**src/design/range_regs_pkg.sv**
```systemverilog
package range_regs_pkg;

	// ----------------------------------------
	// Bus and register geometry
	// ----------------------------------------
	localparam int ADDR_W = 8;
	localparam int DATA_W = 32;
	localparam int STRB_W = 4;
	localparam int REG_W = 16;
	localparam int FIELD_W = 2;
	localparam int FIELDS = 4;
	localparam int IDX_W = 7;

	// Register indices; byte address is four times the index
	localparam logic [IDX_W-1:0] IDX_BANK_A_UPPER = 7'h05;
	localparam logic [IDX_W-1:0] IDX_BANK_B_LOWER = 7'h06;
	localparam int WORD_LSB = 2;

	// Field layout
	localparam int ADDR_MSB = 15;
	localparam int ADDR_LSB = 9;
	localparam int RSV_BIT = 8;
	localparam int LANE0_MSB = 7;
	localparam int LANE0_BIT = 0;
	localparam int LANE1_BIT = 1;

	// Reset values
	localparam logic [REG_W-1:0] RANGE_REG_RESET = 16'h00FF;
	localparam logic [DATA_W-1:0] READ_ZERO = 32'h0000_0000;

	// Range codes
	localparam logic [FIELD_W-1:0] CODE_10V_A = 2'h0;
	localparam logic [FIELD_W-1:0] CODE_2V5 = 2'h1;
	localparam logic [FIELD_W-1:0] CODE_5V = 2'h2;
	localparam logic [FIELD_W-1:0] CODE_10V_B = 2'h3;

	typedef enum logic [1:0] {
		RANGE_10V,
		RANGE_5V,
		RANGE_2V5
	} range_type;

	function automatic range_type decode_range(
		input logic [FIELD_W-1:0] code
	);
		range_type r;
		r = RANGE_10V;
		case (code)
			CODE_2V5: r = RANGE_2V5;
			CODE_5V: r = RANGE_5V;
			default: r = RANGE_10V;
		endcase
		return r;
	endfunction

endpackage

```
**src/design/input_range_select_regs.sv**
```systemverilog
`timescale 1ns/1ps
// Summary of operation
// RQ1 - Bank A upper register index 05, resets 00FF
// RQ2 - Bank B lower register index 06, resets 00FF
// RQ3 - Bits 15:9 hold register address, reset zero
// RQ4 - A bits 7:6 set bank A input 7
// RQ5 - A bits 5:4 set bank A input 6
// RQ6 - A bits 3:2 set bank A input 5
// RQ7 - A bits 1:0 set bank A input 4
// RQ8 - B bits 7:6 set bank B input 3
// RQ9 - B bits 5:4 set bank B input 2
// RQ10 - B bits 3:2 set bank B input 1
// RQ11 - B bits 1:0 set bank B input 0
// RQ12 - Bit 8 reserved, resets zero, no effect
module input_range_select_regs (
	// Clock and reset
	input wire logic ref_clk,
	input wire logic resetn,
	// APB slave
	input wire logic psel,
	input wire logic penable,
	input wire logic pwrite,
	input wire logic [range_regs_pkg::ADDR_W-1:0] paddr,
	input wire logic [range_regs_pkg::DATA_W-1:0] pwdata,
	input wire logic [range_regs_pkg::STRB_W-1:0] pstrb,
	output logic pready,
	output logic [range_regs_pkg::DATA_W-1:0] prdata,
	output logic pslverr,
	// Range selections
	output range_regs_pkg::range_type bank_a_input_7_range,
	output range_regs_pkg::range_type bank_a_input_6_range,
	output range_regs_pkg::range_type bank_a_input_5_range,
	output range_regs_pkg::range_type bank_a_input_4_range,
	output range_regs_pkg::range_type bank_b_input_3_range,
	output range_regs_pkg::range_type bank_b_input_2_range,
	output range_regs_pkg::range_type bank_b_input_1_range,
	output range_regs_pkg::range_type bank_b_input_0_range
);
	import range_regs_pkg::*;

	// ----------------------------------------
	// Address decode
	// ----------------------------------------
	logic [IDX_W-1:0] word_idx;
	logic aligned;
	logic hit_a;
	logic hit_b;
	logic access;
	logic wr_go;
	logic rd_go;

	assign word_idx = IDX_W'(paddr[ADDR_W-1:WORD_LSB]);
	assign aligned = (paddr[WORD_LSB-1:0] == '0);
	assign hit_a = aligned && (word_idx == IDX_BANK_A_UPPER);
	assign hit_b = aligned && (word_idx == IDX_BANK_B_LOWER);
	assign access = psel && penable && pready;
	assign wr_go = access && pwrite;
	assign rd_go = access && !pwrite;

	// ----------------------------------------
	// Range registers
	// ----------------------------------------
	logic [REG_W-1:0] a_reg;
	logic [REG_W-1:0] a_next;
	logic [REG_W-1:0] b_reg;
	logic [REG_W-1:0] b_next;

	function automatic logic [REG_W-1:0] apply_write(
		input logic [REG_W-1:0] cur,
		input logic [DATA_W-1:0] wd,
		input logic [STRB_W-1:0] st,
		input logic [IDX_W-1:0] own
	);
		logic [REG_W-1:0] v;
		v = cur;
		if (st[LANE0_BIT]) begin
			v[LANE0_MSB:0] = wd[LANE0_MSB:0];
		end
		if (st[LANE1_BIT]) begin
			v[RSV_BIT] = wd[RSV_BIT];
		end
		v[ADDR_MSB:ADDR_LSB] = own;
		return v;
	endfunction

	always_comb begin
		a_next = a_reg;
		b_next = b_reg;
		if (wr_go && hit_a) begin
			a_next = apply_write(a_reg, pwdata, pstrb, IDX_BANK_A_UPPER); // RQ1 RQ3 RQ12
		end
		if (wr_go && hit_b) begin
			b_next = apply_write(b_reg, pwdata, pstrb, IDX_BANK_B_LOWER); // RQ2 RQ3 RQ12
		end
	end

	always_ff @(posedge ref_clk or negedge resetn) begin
		if (!resetn) begin
			a_reg <= RANGE_REG_RESET; // RQ1
			b_reg <= RANGE_REG_RESET; // RQ2
		end else begin
			a_reg <= a_next;
			b_reg <= b_next;
		end
	end

	// ----------------------------------------
	// APB answer
	// ----------------------------------------
	logic pready_next;
	logic [DATA_W-1:0] prdata_next;
	logic pslverr_next;

	always_comb begin
		pready_next = psel && penable && !pready;
		prdata_next = READ_ZERO;
		pslverr_next = 1'b0;
		if (pready_next) begin
			if (hit_a) begin
				prdata_next = DATA_W'(a_reg); // RQ3
			end else if (hit_b) begin
				prdata_next = DATA_W'(b_reg); // RQ3
			end else begin
				pslverr_next = 1'b1;
			end
			if (pwrite) begin
				prdata_next = READ_ZERO;
			end
		end
	end

	always_ff @(posedge ref_clk or negedge resetn) begin
		if (!resetn) begin
			pready <= 1'b0;
			prdata <= READ_ZERO;
			pslverr <= 1'b0;
		end else begin
			pready <= pready_next;
			prdata <= prdata_next;
			pslverr <= pslverr_next;
		end
	end

	// ----------------------------------------
	// Range decode
	// ----------------------------------------
	range_type rng_a_reg [FIELDS];
	range_type rng_a_next [FIELDS];
	range_type rng_b_reg [FIELDS];
	range_type rng_b_next [FIELDS];

	always_comb begin
		for (int i = 0; i < FIELDS; i++) begin
			rng_a_next[i] = decode_range(a_reg[i*FIELD_W +: FIELD_W]); // RQ4 RQ5 RQ6 RQ7
			rng_b_next[i] = decode_range(b_reg[i*FIELD_W +: FIELD_W]); // RQ8 RQ9 RQ10 RQ11
		end
	end

	always_ff @(posedge ref_clk or negedge resetn) begin
		if (!resetn) begin
			for (int i = 0; i < FIELDS; i++) begin
				rng_a_reg[i] <= RANGE_10V;
				rng_b_reg[i] <= RANGE_10V;
			end
		end else begin
			for (int i = 0; i < FIELDS; i++) begin
				rng_a_reg[i] <= rng_a_next[i];
				rng_b_reg[i] <= rng_b_next[i];
			end
		end
	end

	assign bank_a_input_7_range = rng_a_reg[3]; // RQ4
	assign bank_a_input_6_range = rng_a_reg[2]; // RQ5
	assign bank_a_input_5_range = rng_a_reg[1]; // RQ6
	assign bank_a_input_4_range = rng_a_reg[0]; // RQ7
	assign bank_b_input_3_range = rng_b_reg[3]; // RQ8
	assign bank_b_input_2_range = rng_b_reg[2]; // RQ9
	assign bank_b_input_1_range = rng_b_reg[1]; // RQ10
	assign bank_b_input_0_range = rng_b_reg[0]; // RQ11
endmodule

```
**config.mk**
```make
export PLATFORM = sky130hd
export DESIGN_NAME = input_range_select_regs
export DESIGN_NICKNAME = d
export VERILOG_FILES = /design/src/design/range_regs_pkg.sv /design/src/design/input_range_select_regs.sv
export SDC_FILE = /design/constraint.sdc
export NUM_CORES = 1
export LEC_CHECK = 0
export ABC_AREA = 1
export BUFFER_PORTS_ARGS = -buffer_cell sky130_fd_sc_hd__buf_2
export CAP_MARGIN = 10
export CELL_PAD_IN_SITES_DETAIL_PLACEMENT = 0
export CELL_PAD_IN_SITES_GLOBAL_PLACEMENT = 1
export CORE_UTILIZATION = 34
export DETAILED_ROUTE_END_ITERATION = 6
export PLACE_DENSITY_LB_ADDON = 0.1
export SYNTH_ARGS = -nofsm -noshare
export SYNTH_HDL_FRONTEND = slang
export SYNTH_SLANG_ARGS = --single-unit
```
**constraint.sdc**
```tcl
create_clock -name ref_clk -period 1.06 [get_ports ref_clk]
set_input_delay 0.212 -clock ref_clk [delete_from_list [all_inputs] [get_ports ref_clk]]
set_output_delay 0.212 -clock ref_clk [all_outputs]
set_load 0.05 [all_outputs]
```
* Word level (Yosys, flattened, before mapping) *
Cells that the tools add are included.

word-level totals
  register bits = 70
  input bits = 49
  output and inout bits = 50
  word-level logic and storage cells = 64

cells by class
  equal/unequal tests = 18
  multiplexer cells = 15
  reduce and logical (&&, ||, !) cells = 14

operators with widths
  kind                  count
  $mux W32              2
  $pmux W2 S2           8
  $mux W12              2
  $eq A2 B1 Y1 const B  8
  $eq A2 B2 Y1 const B  8
  $eq A6 B3 Y1 const B  2
  $logic_and A1 B1 Y1   8
  $reduce_and A2 Y1     4
  $mux W1               3
  $logic_not A2 Y1      1
  $logic_not A1 Y1      1

* Depth between registers and ports, before layout *
Gate-level depths: netlist of the first run.

  word-level depth = 6
  gate-level depth with buffers = 8
  gate-level depth less buffers = 7

* Least setup slack after synthesis of the first run *
Ideal clock, no wire load.

  path kind = reg2reg
  from = reg pready
  to = reg a_reg[4]
  library setup time = 0.061 ns
  arrival = 1.326 ns
  data required time = 0.999 ns
  setup slack = -0.327 ns
  stages on the path, launching flop included = 6
  buffers on the path = 1
  clock period less this slack = 1.387 ns
  cell sequence = dfrtp_1 -> nand2_1 -> nor2_4 -> buf_2 -> nand4_1 -> nand2_1

between the ends
  cells in the longest elaborated chain, start to end = 4

ends and longest elaborated chain
  what                                line                            text
  start, declared                     input_range_select_regs.sv:26   output logic pready,
  start signal, assigned              input_range_select_regs.sv:138  pready <= pready_next;
  $logic_and A1 B1 Y1                 input_range_select_regs.sv:56   assign access = psel && penable && pready;
  $logic_and A1 B1 Y1                 input_range_select_regs.sv:57   assign wr_go = access && pwrite;
  $logic_and A1 B1 Y1                 input_range_select_regs.sv:89   if (wr_go && hit_a) begin
  $reduce_and A2 Y1 (no source line)  -
  end signal, assigned                input_range_select_regs.sv:102  a_reg <= a_next;
  end, declared                       input_range_select_regs.sv:63   logic [REG_W-1:0] a_reg;

Every way passes these cells.
A chain may end at the register's enable or synchronous reset.

* Final worst setup path of the first run *
  from = reg pready
  to = out pready

No word-level cell between the ends.

==> results.json, run 1 <==
{
  "synth_area_leaders": "dfrtp_1, dfstp_2, nand2_1",
  "timing.setup.tns_ns": -2.04,
  "cts.sinks": 50,
  "grt_max_degree": 51,
  "pin_count": 99,
  "power_mw": 3.54,
  "grt_pass1_vias": 1629,
  "power.switching_uw": 922,
  "r2r_start": "pready",
  "htreeDepth": 2,
  "holdWs_ns": 0.148,
  "cp_top_family": "flip-flops",
  "max_cap_violations": 0,
  "slowest_delay_ns": 0.43,
  "largest_reg_flops": 12,
  "cts_tree": "done",
  "drive_gt1_share_pct": 42.8,
  "drt_iter0_drc": 69,
  "yosysWarnings": 0,
  "critPathCapture": "pready",
  "path_max_fanout": 2,
  "setup_ws_ns": -0.142,
  "synth_top_area_share_pct": 38.6,
  "antenna_found_initial": 0,
  "gp_congestion": 0.748,
  "firstDrtPassIters": 4,
  "layout_commonest_cell": "nand2_1",
  "grt_usage_pct": 15.8,
  "startpoint_type": "flip-flop",
  "synth_seq_area_share_pct": 57.7,
  "hpwl_microns": 3150,
  "start_util_pct": 36.2,
  "placed_cell_area_sq_um": 2570,
  "grt-ovfl-total": 0,
  "worst-path-buf-inv": 2,
  "die_h_microns": 82.5,
  "min_period_ns": 1.20,
  "numCtsBuffers": 5,
  "drc": 0,
  "grt_pass1_wl_microns": 7850,
  "rsz0062_at_grt": "yes",
  "crit_start": "pready",
  "wl_per_cell_microns": 12.0,
  "swShare_pct": 26.1,
  "syn_inst": 230,
  "utilization_pct": 49.6,
  "wl_microns": 4550,
  "setup_viol": 33,
  "io_buffers": 53,
  "power.share.clock_pct": 34.2,
  "synth-seq-cells": 50,
  "path_clk_slew_ns": 0.09,
  "hold_viol": 0,
  "violations": "negative setup slack",
  "coreArea_sq_um": 6100,
  "drv_slew": 0,
  "die_w_microns": 82.5,
  "area_growth_pct": 37.1,
  "critPathCaptureType": "primary output",
  "reg2reg_setup_slack_ns": -0.11,
  "min_path_type": "in -> reg",
  "viasPerCell": 4.47,
  "die_area_sq_um": 6810,
  "worstReg2RegEnd": "prdata[11]",
  "status": "finished, violations left",
  "crit_required_ns": 0.85,
  "rr_worst_depth": 6,
  "slowest_stage": "dfrtp_2",
  "syn_area_sq_um": 2200,
  "combPwrFrac_pct": 11.5,
  "clk_latency_ns": 0.30,
  "synth_cell_type_count": 20,
  "worstSetupPathType": "reg -> out",
  "route.vias.total": 1693,
  "fin_nets": 352,
  "critical_path_depth": 2,
  "insertedDiodeCount": 0,
  "irDropWorstVdd_uv": 635,
  "fin_crit_sh_pct": 113,
  "place_inst": 365,
  "syn_avg_cell_area_sq_um": 9.59,
  "nFillCells": 592,
  "power.density_nw_per_um2": 1170,
  "p_int_mw": 2.62,
  "p_leak_nw": 1.54,
  "rows": 28,
  "path_cells": "buf_6 -> buf_8",
  "max-clock-path-buffers": 2,
  "seqPwrFrac_pct": 54.4,
  "fin_area_sq_um": 3020,
  "final_cell_mix": "nand2_1, buf_6, dfrtp_1, inv_1, buf_2",
  "final_antenna_net_count": 0,
  "synth_top_cell_by_area": "dfrtp_1",
  "cts_root_buffer": "clkbuf_8",
  "pre_cts_slack_ns": -0.144,
  "fmaxAchievable_ghz": 0.832,
  "fin_skew_ns": 0.00419,
  "final_cells": 379,
  "worstPathArrival_ns": 0.99
}
-- cell type report --
cell class / count / area [sq um] / share of cell area [%]
clock inverter: 1 / 8.76 / 0.290
timing repair buffer: 76 / 688 / 22.8
sequential: 50 / 1270 / 42.1
tap: 75 / 93.8 / 3.10
inverter: 25 / 93.8 / 3.10
clock buffer: 7 / 96.3 / 3.19
multi-input combinational: 145 / 769 / 25.5
-- per-layer routing --
layer / wire, microns / track usage (%) / vias to the layer above
met5: 0 / 0 / -
met4: 46 / 5.17 / 0
met3: 214 / 3.52 / 4
met2: 2290 / 25.5 / 54
met1: 2000 / 20.8 / 796
li1: - / - / 839
-- cell usage after synthesis --
library cell	count
nand2_1	52
dfrtp_1	34
inv_1	23
nand4_1	22
buf_4	21
nor2_1	18
dfstp_2	16
nand3_1	10
a21oi_1	9
nor2_2	5
buf_2	4
buf_6	4
a21o_1	2
inv_2	2
nand4_2	2
nor2_4	2
conb_1	1
nand2_2	1
nand3_2	1
nor3b_1	1
-- worst register-to-register path: stages, from the launching register on --
cell and delay (ns):
dfrtp_2 0.43, buf_6 0.13, buf_4 0.13, nor2_4 0.11, buf_6 0.12, nand4_1 0.11, nand2_1 0.08
-- worst min-delay path by stage --
stage | startpoint | end | slack [ns] | depth (start not counted)
finish | pwdata[6] | b_reg[6] | 0.15 | 3
global route | pwdata[0] | a_reg[0] | 0.14 | 3
CTS | pwdata[3] | a_reg[3] | 0.13 | 3
detailed placement | resetn | bank_a_input_4_range[1] | 0.22 | 2
global placement | resetn | prdata[1] | 0.22 | 2
floorplan | resetn | a_reg[8] | -0.08 | 0
-- repair_timing --
action,4_1_cts,5_1_grt
hold buffers,1,0
endpoints found under the setup margin,59,64
gates resized for setup,70,17
pin swaps,7,15
setup buffers,4,1
cloned,0,0
endpoints found under the hold margin,34,0
-- power by group through the flow --
stage	clock network [mW]	registers (mW)	logic, mW
3_3_place_gp	0	1.96	0.368
2_1_floorplan	0	1.98	0.274
3_5_place_dp	0	1.96	0.370
5_1_grt	1.36	1.92	0.436
6_report	1.21	1.92	0.406
4_1_cts	1.28	1.92	0.402
-- kinds of logic after synthesis --
group | share of synthesized area (%)
and+or+nand+nor | 25.1
buffers and inverters | 14.4
DFF | 57.7
AOI/OAI and AO/OA | 2.72
other | 0.170
(Power assumes the default switching activity.)
==> run 2: changes to the inputs <==
ABC_AREA = unset   (was 1)
CORE_ASPECT_RATIO = 1.5   (was unset)
CORE_UTILIZATION = 35   (was 34)
==> results.json, run 2 <==
{
  "status": "finished, violations left",
  "violations": "negative setup slack",
  "drc": 0,
  "die_w_microns": 64.0,
  "rows": 33,
  "die_area_sq_um": 6090,
  "fin_crit_sh_pct": 122,
  "largest_reg_flops": 12,
  "syn_avg_cell_area_sq_um": 13.7,
  "critPathCaptureType": "flip-flop",
  "synth_cell_type_count": 22,
  "fmaxAchievable_ghz": 0.773,
  "path_clk_slew_ns": 0.09,
  "min_to": "b_reg[8]",
  "route.vias.total": 1235,
  "cts_root_buffer": "clkbuf_8",
  "utilization_pct": 49.5,
  "synth-edff-count": 0,
  "synthMuxAreaShare_pct": 10.0,
  "synthXorXnorAreaFrac_pct": 0,
  "synth_top_area_share_pct": 42.1,
  "rsz0062_at_grt": "yes",
  "r2r_start": "pready",
  "p_leak_nw": 1.36,
  "power.density_nw_per_um2": 1310,
  "syn_inst": 147,
  "area_growth_pct": 35.6,
  "fin_area_sq_um": 2740,
  "max-clock-path-buffers": 2,
  "setup_viol": 31,
  "insertedDiodeCount": 0,
  "worstPathArrival_ns": 1.52,
  "synthFlopType": "dfrtp_1",
  "hpwl_microns": 2700,
  "hold_viol": 0,
  "cts_tree": "done",
  "worstReg2RegEnd": "prdata[0]",
  "min_period_ns": 1.29,
  "fin_skew_ns": 0.00427,
  "yosysWarnings": 0,
  "io_buffers": 53,
  "clk_latency_ns": 0.30,
  "drt_iter0_drc": 18,
  "cts.sinks": 50,
  "pin_count": 99,
  "crit_required_ns": 1.28,
  "reg2reg_setup_slack_ns": -0.23,
  "grt-ovfl-total": 0,
  "synth_top_family_by_area": "simple AND/OR/NAND/NOR gates",
  "viasPerCell": 4.33,
  "worstSetupPathType": "reg -> reg",
  "layout_commonest_cell": "dfrtp_1",
  "irDropWorstVdd_uv": 573,
  "drv_slew": 0,
  "drive_gt1_share_pct": 54.0,
  "synth-simple-area-share_pct": 13.3,
  "die_h_microns": 95.1,
  "wl_per_cell_microns": 12.8,
  "numCtsBuffers": 5,
  "yosys-top-cells-count": "dfrtp_1, buf_4, mux2_2, dfstp_2, nor2b_1",
  "final_antenna_net_count": 0,
  "min_path_cells": 2,
  "synth_compound_area_share_pct": 4.83,
  "synth_area_leaders": "dfrtp_1, dfstp_2, mux2_2",
  "synth_seq_area_share_pct": 62.9,
  "setup_ws_ns": -0.234,
  "synthArstFlopShare_pct": 100,
  "yosys.area_share.adder_pct": 0,
  "rr_worst_depth": 3,
  "holdCritStartpoint": "pwdata[8]",
  "placed_cell_area_sq_um": 2400,
  "grt_usage_pct": 13.1,
  "path_max_fanout": 12,
  "firstDrtPassIters": 4,
  "wl_microns": 3640,
  "pre_cts_slack_ns": -0.411,
  "grt_max_degree": 51,
  "fin_nets": 263,
  "coreArea_sq_um": 5530,
  "syn_area_sq_um": 2020,
  "gp_congestion": 0.738,
  "synth_top_cell_by_area": "dfrtp_1",
  "antenna_found_initial": 0,
  "max_cap_violations": 0,
  "start_util_pct": 36.5,
  "grt_pass1_vias": 1225,
  "min_path_type": "in -> reg",
  "nFillCells": 518,
  "synth-seq-cells": 50,
  "final_cell_mix": "dfrtp_1, buf_6, buf_2, conb_1, mux2_2",
  "synth.most_common_cell": "dfrtp_1",
  "startpoint_type": "flip-flop",
  "htreeDepth": 2,
  "grt_pass1_wl_microns": 5840
}
[run 2: cell types whose count changed in the layout (fill, tap and decap cells not counted), sizes merged, moves of 8 or more]
cell   before  now
mux2        0   18
a22oi       0    9
a21oi       9    1
nor2       25   12
nand2      53    2
inv        25    1
nor2b       0   16
nand3      11    0
buf        75   64
nand4      24    4
[run 2: worst max path at each step]
stage	end	slack [ns]	cells after the start	startpoint
2_1_floorplan	prdata[1]	-0.37	4	paddr[6]
3_3_place_gp	b_reg[4]	-0.38	4	paddr[1]
3_5_place_dp	a_reg[1]	-0.41	4	paddr[1]
4_1_cts	prdata[10]	-0.23	3	pready
5_1_grt	prdata[1]	-0.27	3	pready
6_report	prdata[0]	-0.23	3	pready
[run 2: cell families (layout without fill, tap and decap cells)]
group / count (synthesis) / after routing
flops: 50 / 50
simple gates: 40 / 40
buf+inv: 25 / 74
mux: 18 / 18
compound gates: 13 / 13
other cells: 1 / 20
[run 2: layout make-up]
| cell class | instances | area, sq um | share of cell area, % |
|---|---|---|---|
| Sequential cell | 50 | 1270 | 46.4 |
| Tap cell | 70 | 87.6 | 3.20 |
| Inverter | 1 | 3.75 | 0.137 |
| Clock inverter | 2 | 37.5 | 1.37 |
| Multi-Input combinational cell | 91 | 704 | 25.7 |
| Timing Repair Buffer | 65 | 562 | 20.5 |
| Clock buffer | 6 | 72.6 | 2.65 |
[run 2: power by group]
part / internal (mW) / total (mW) / switching, mW
clock network: 0.704 / 1.31 / 0.610
registers: 1.92 / 1.92 / 0.00452
logic: 0.0824 / 0.351 / 0.268
total: 2.70 / 3.59 / 0.883
[run 2: timing repair]
action	4_1_cts	5_1_grt
endpoints found under the hold margin	34	0
setup buffers	0	1
resized for setup	62	5
pin swaps	1	3
hold buffers	1	0
endpoints found under the setup margin	62	62
[run 2: layer usage]
layer | GRT usage, % | up-vias | wire, microns
met5 | 0 | - | 0
met4 | 6.82 | 0 | 80
met3 | 2.99 | 5 | 168
met2 | 22.7 | 49 | 1940
met1 | 15.1 | 587 | 1450
li1 | - | 594 | -
[run 2: worst max-delay path, cell delays in order, from the launching register on]
cell and delay (ns):
dfrtp_2 0.42, nand3b_1 0.18, or3b_4 0.49, nor2_1 0.14
[run 2: through the flow]
step | power (mW) | TNS (ns) | std cells | hold slack, ns
4_1_cts | 3.63 | -5.82 | 284 | 0.147
5_1_grt | 3.75 | -7.39 | 285 | 0.158
3_3_place_gp | 2.29 | -10.49 | 275 | 0.212
6_report | 3.59 | -5.70 | 285 | 0.160
2_1_floorplan | 2.22 | -10.72 | 166 | -0.0836
3_5_place_dp | 2.29 | -11.31 | 275 | 0.215
==> run 3: changes to the inputs <==
PLACE_DENSITY = 0.83   (was unset)
PLACE_DENSITY_LB_ADDON = unset   (was 0.1)
SLEW_MARGIN = 15   (was unset)
==> results.json, run 3 (synthesized netlist as in run 2, its figures left out) <==
{
  "post_cts_buffers": 0,
  "fmaxAchievable_ghz": 0.790,
  "route.vias.total": 1285,
  "die_w_microns": 64.0,
  "worstPathArrival_ns": 1.49,
  "largest_reg_flops": 12,
  "crit_required_ns": 1.28,
  "area_growth_pct": 34.8,
  "swShare_pct": 25.1,
  "slowest_stage": "or3b_4",
  "final_cell_mix": "dfrtp_1, buf_6, buf_2, conb_1, mux2_2",
  "gp_congestion": 0.725,
  "min_path_type": "in -> reg",
  "hpwl_microns": 2690,
  "wl_microns": 3610,
  "coreArea_sq_um": 5530,
  "combPwrFrac_pct": 10.3,
  "drt_iter0_drc": 22,
  "utilization_pct": 49.2,
  "setup_ws_ns": -0.206,
  "startpoint_type": "flip-flop",
  "critPathCaptureType": "flip-flop",
  "htreeDepth": 2,
  "power_mw": 3.37,
  "wl_per_cell_microns": 12.6,
  "fin_skew_ns": 0.00546,
  "grt_pass1_vias": 1315,
  "insertedDiodeCount": 0,
  "grt_max_degree": 51,
  "path_clk_slew_ns": 0.08,
  "status": "finished, violations left",
  "pre_cts_slack_ns": -0.351,
  "setup_viol": 31,
  "numCtsBuffers": 5,
  "power.share.clock_pct": 32.7,
  "rsz0062_at_grt": "yes",
  "viasPerCell": 4.49,
  "power.density_nw_per_um2": 1240,
  "power.switching_uw": 845,
  "die_h_microns": 95.1,
  "max_cap_violations": 0,
  "slowest_delay_ns": 0.48,
  "path_max_fanout": 12,
  "clk_latency_ns": 0.30,
  "drv_slew": 0,
  "p_int_mw": 2.52,
  "cts.sinks": 50,
  "fin_crit_sh_pct": 119,
  "cts_root_buffer": "clkbuf_8",
  "layout_commonest_cell": "dfrtp_1",
  "p_leak_nw": 1.36,
  "firstDrtPassIters": 4,
  "cts_tree": "done",
  "drc": 0,
  "hold_viol": 0,
  "path_cells": "nand3b_1 -> or3b_4 -> nor2_1",
  "worstSetupPathType": "reg -> reg",
  "die_area_sq_um": 6090,
  "seqPwrFrac_pct": 57.0,
  "grt-ovfl-total": 0,
  "min_period_ns": 1.27,
  "pin_count": 99,
  "grt_pass1_wl_microns": 5940,
  "rows": 33,
  "fin_nets": 264,
  "grt_usage_pct": 13.3,
  "drive_gt1_share_pct": 54.2,
  "irDropWorstVdd_uv": 585,
  "io_buffers": 53,
  "max-clock-path-buffers": 2,
  "antenna_found_initial": 0,
  "final_antenna_net_count": 0,
  "violations": "negative setup slack",
  "start_util_pct": 36.5
}
[run 3: power by group through the flow]
stage               combinational [mW]  sequential [mW]  clock [mW]
floorplan                        0.243             1.98           0
global placement                 0.337             1.96           0
detailed placement               0.340             1.96           0
CTS                              0.349             1.92        1.15
global route                     0.370             1.92        1.22
finish                           0.347             1.92        1.10
[run 3: repair_timing]
| action | CTS | global route |
|---|---|---|
| setup endpoints to repair | 62 | 59 |
| pin swaps | 2 | 3 |
| hold endpoints to repair | 34 | 0 |
| hold buffers | 1 | 0 |
| resized for setup | 61 | 3 |
[run 3: cell type report]
class | instances | area (sq um)
sequential | 50 | 1270
fill | 492 | 2810
clock buffer | 7 | 86.3
multi-input combinational | 91 | 706
clock inverter | 1 | 5.00
inverter | 1 | 3.75
tap | 70 | 87.6
timing repair buffer | 66 | 563
[run 3: per-layer routing]
layer | wire (microns) | track usage (%) | part of all wire (%) | up-vias
li1 | - | - | - | 595
met1 | 1310 | 13.8 | 36 | 631
met4 | 60 | 5.68 | 1.7 | 0
met5 | 0 | 0 | 0 | -
met2 | 1980 | 24.4 | 55 | 53
met3 | 258 | 4.19 | 7.1 | 6
[run 3: worst paths after layout]
path	start	endpoint	slack [ns]	depth (start not counted)
hold / removal	pwdata[2]	a_reg[2]	0.16	2
min in group asynchronous	resetn	prdata[0]	0.42	3
hold reg to reg	a_reg[9]	a_reg[9]	0.50	1
max in group asynchronous	resetn	b_reg[2]	0.35	3
setup / recovery	pready	prdata[3]	-0.21	3
setup reg to reg	pready	prdata[3]	-0.21	3
[run 3: metrics by stage]
step                      hold slack, ns  instances  TNS, ns  cell area (sq um)
after floorplan                  -0.0836        166   -10.72               2140
after global placement             0.214        277    -8.86               2410
final                              0.164        286    -4.68               2720
after global routing               0.157        286    -7.08               2720
after CTS                          0.156        286    -4.88               2700
after detailed placement           0.216        277    -9.25               2410
[run 3: critical path, delay by kind of cell, from the launching register on]
family           cells  cell delay [ns]
AND/OR/NAND/NOR      3             0.78
flip-flops           1             0.41
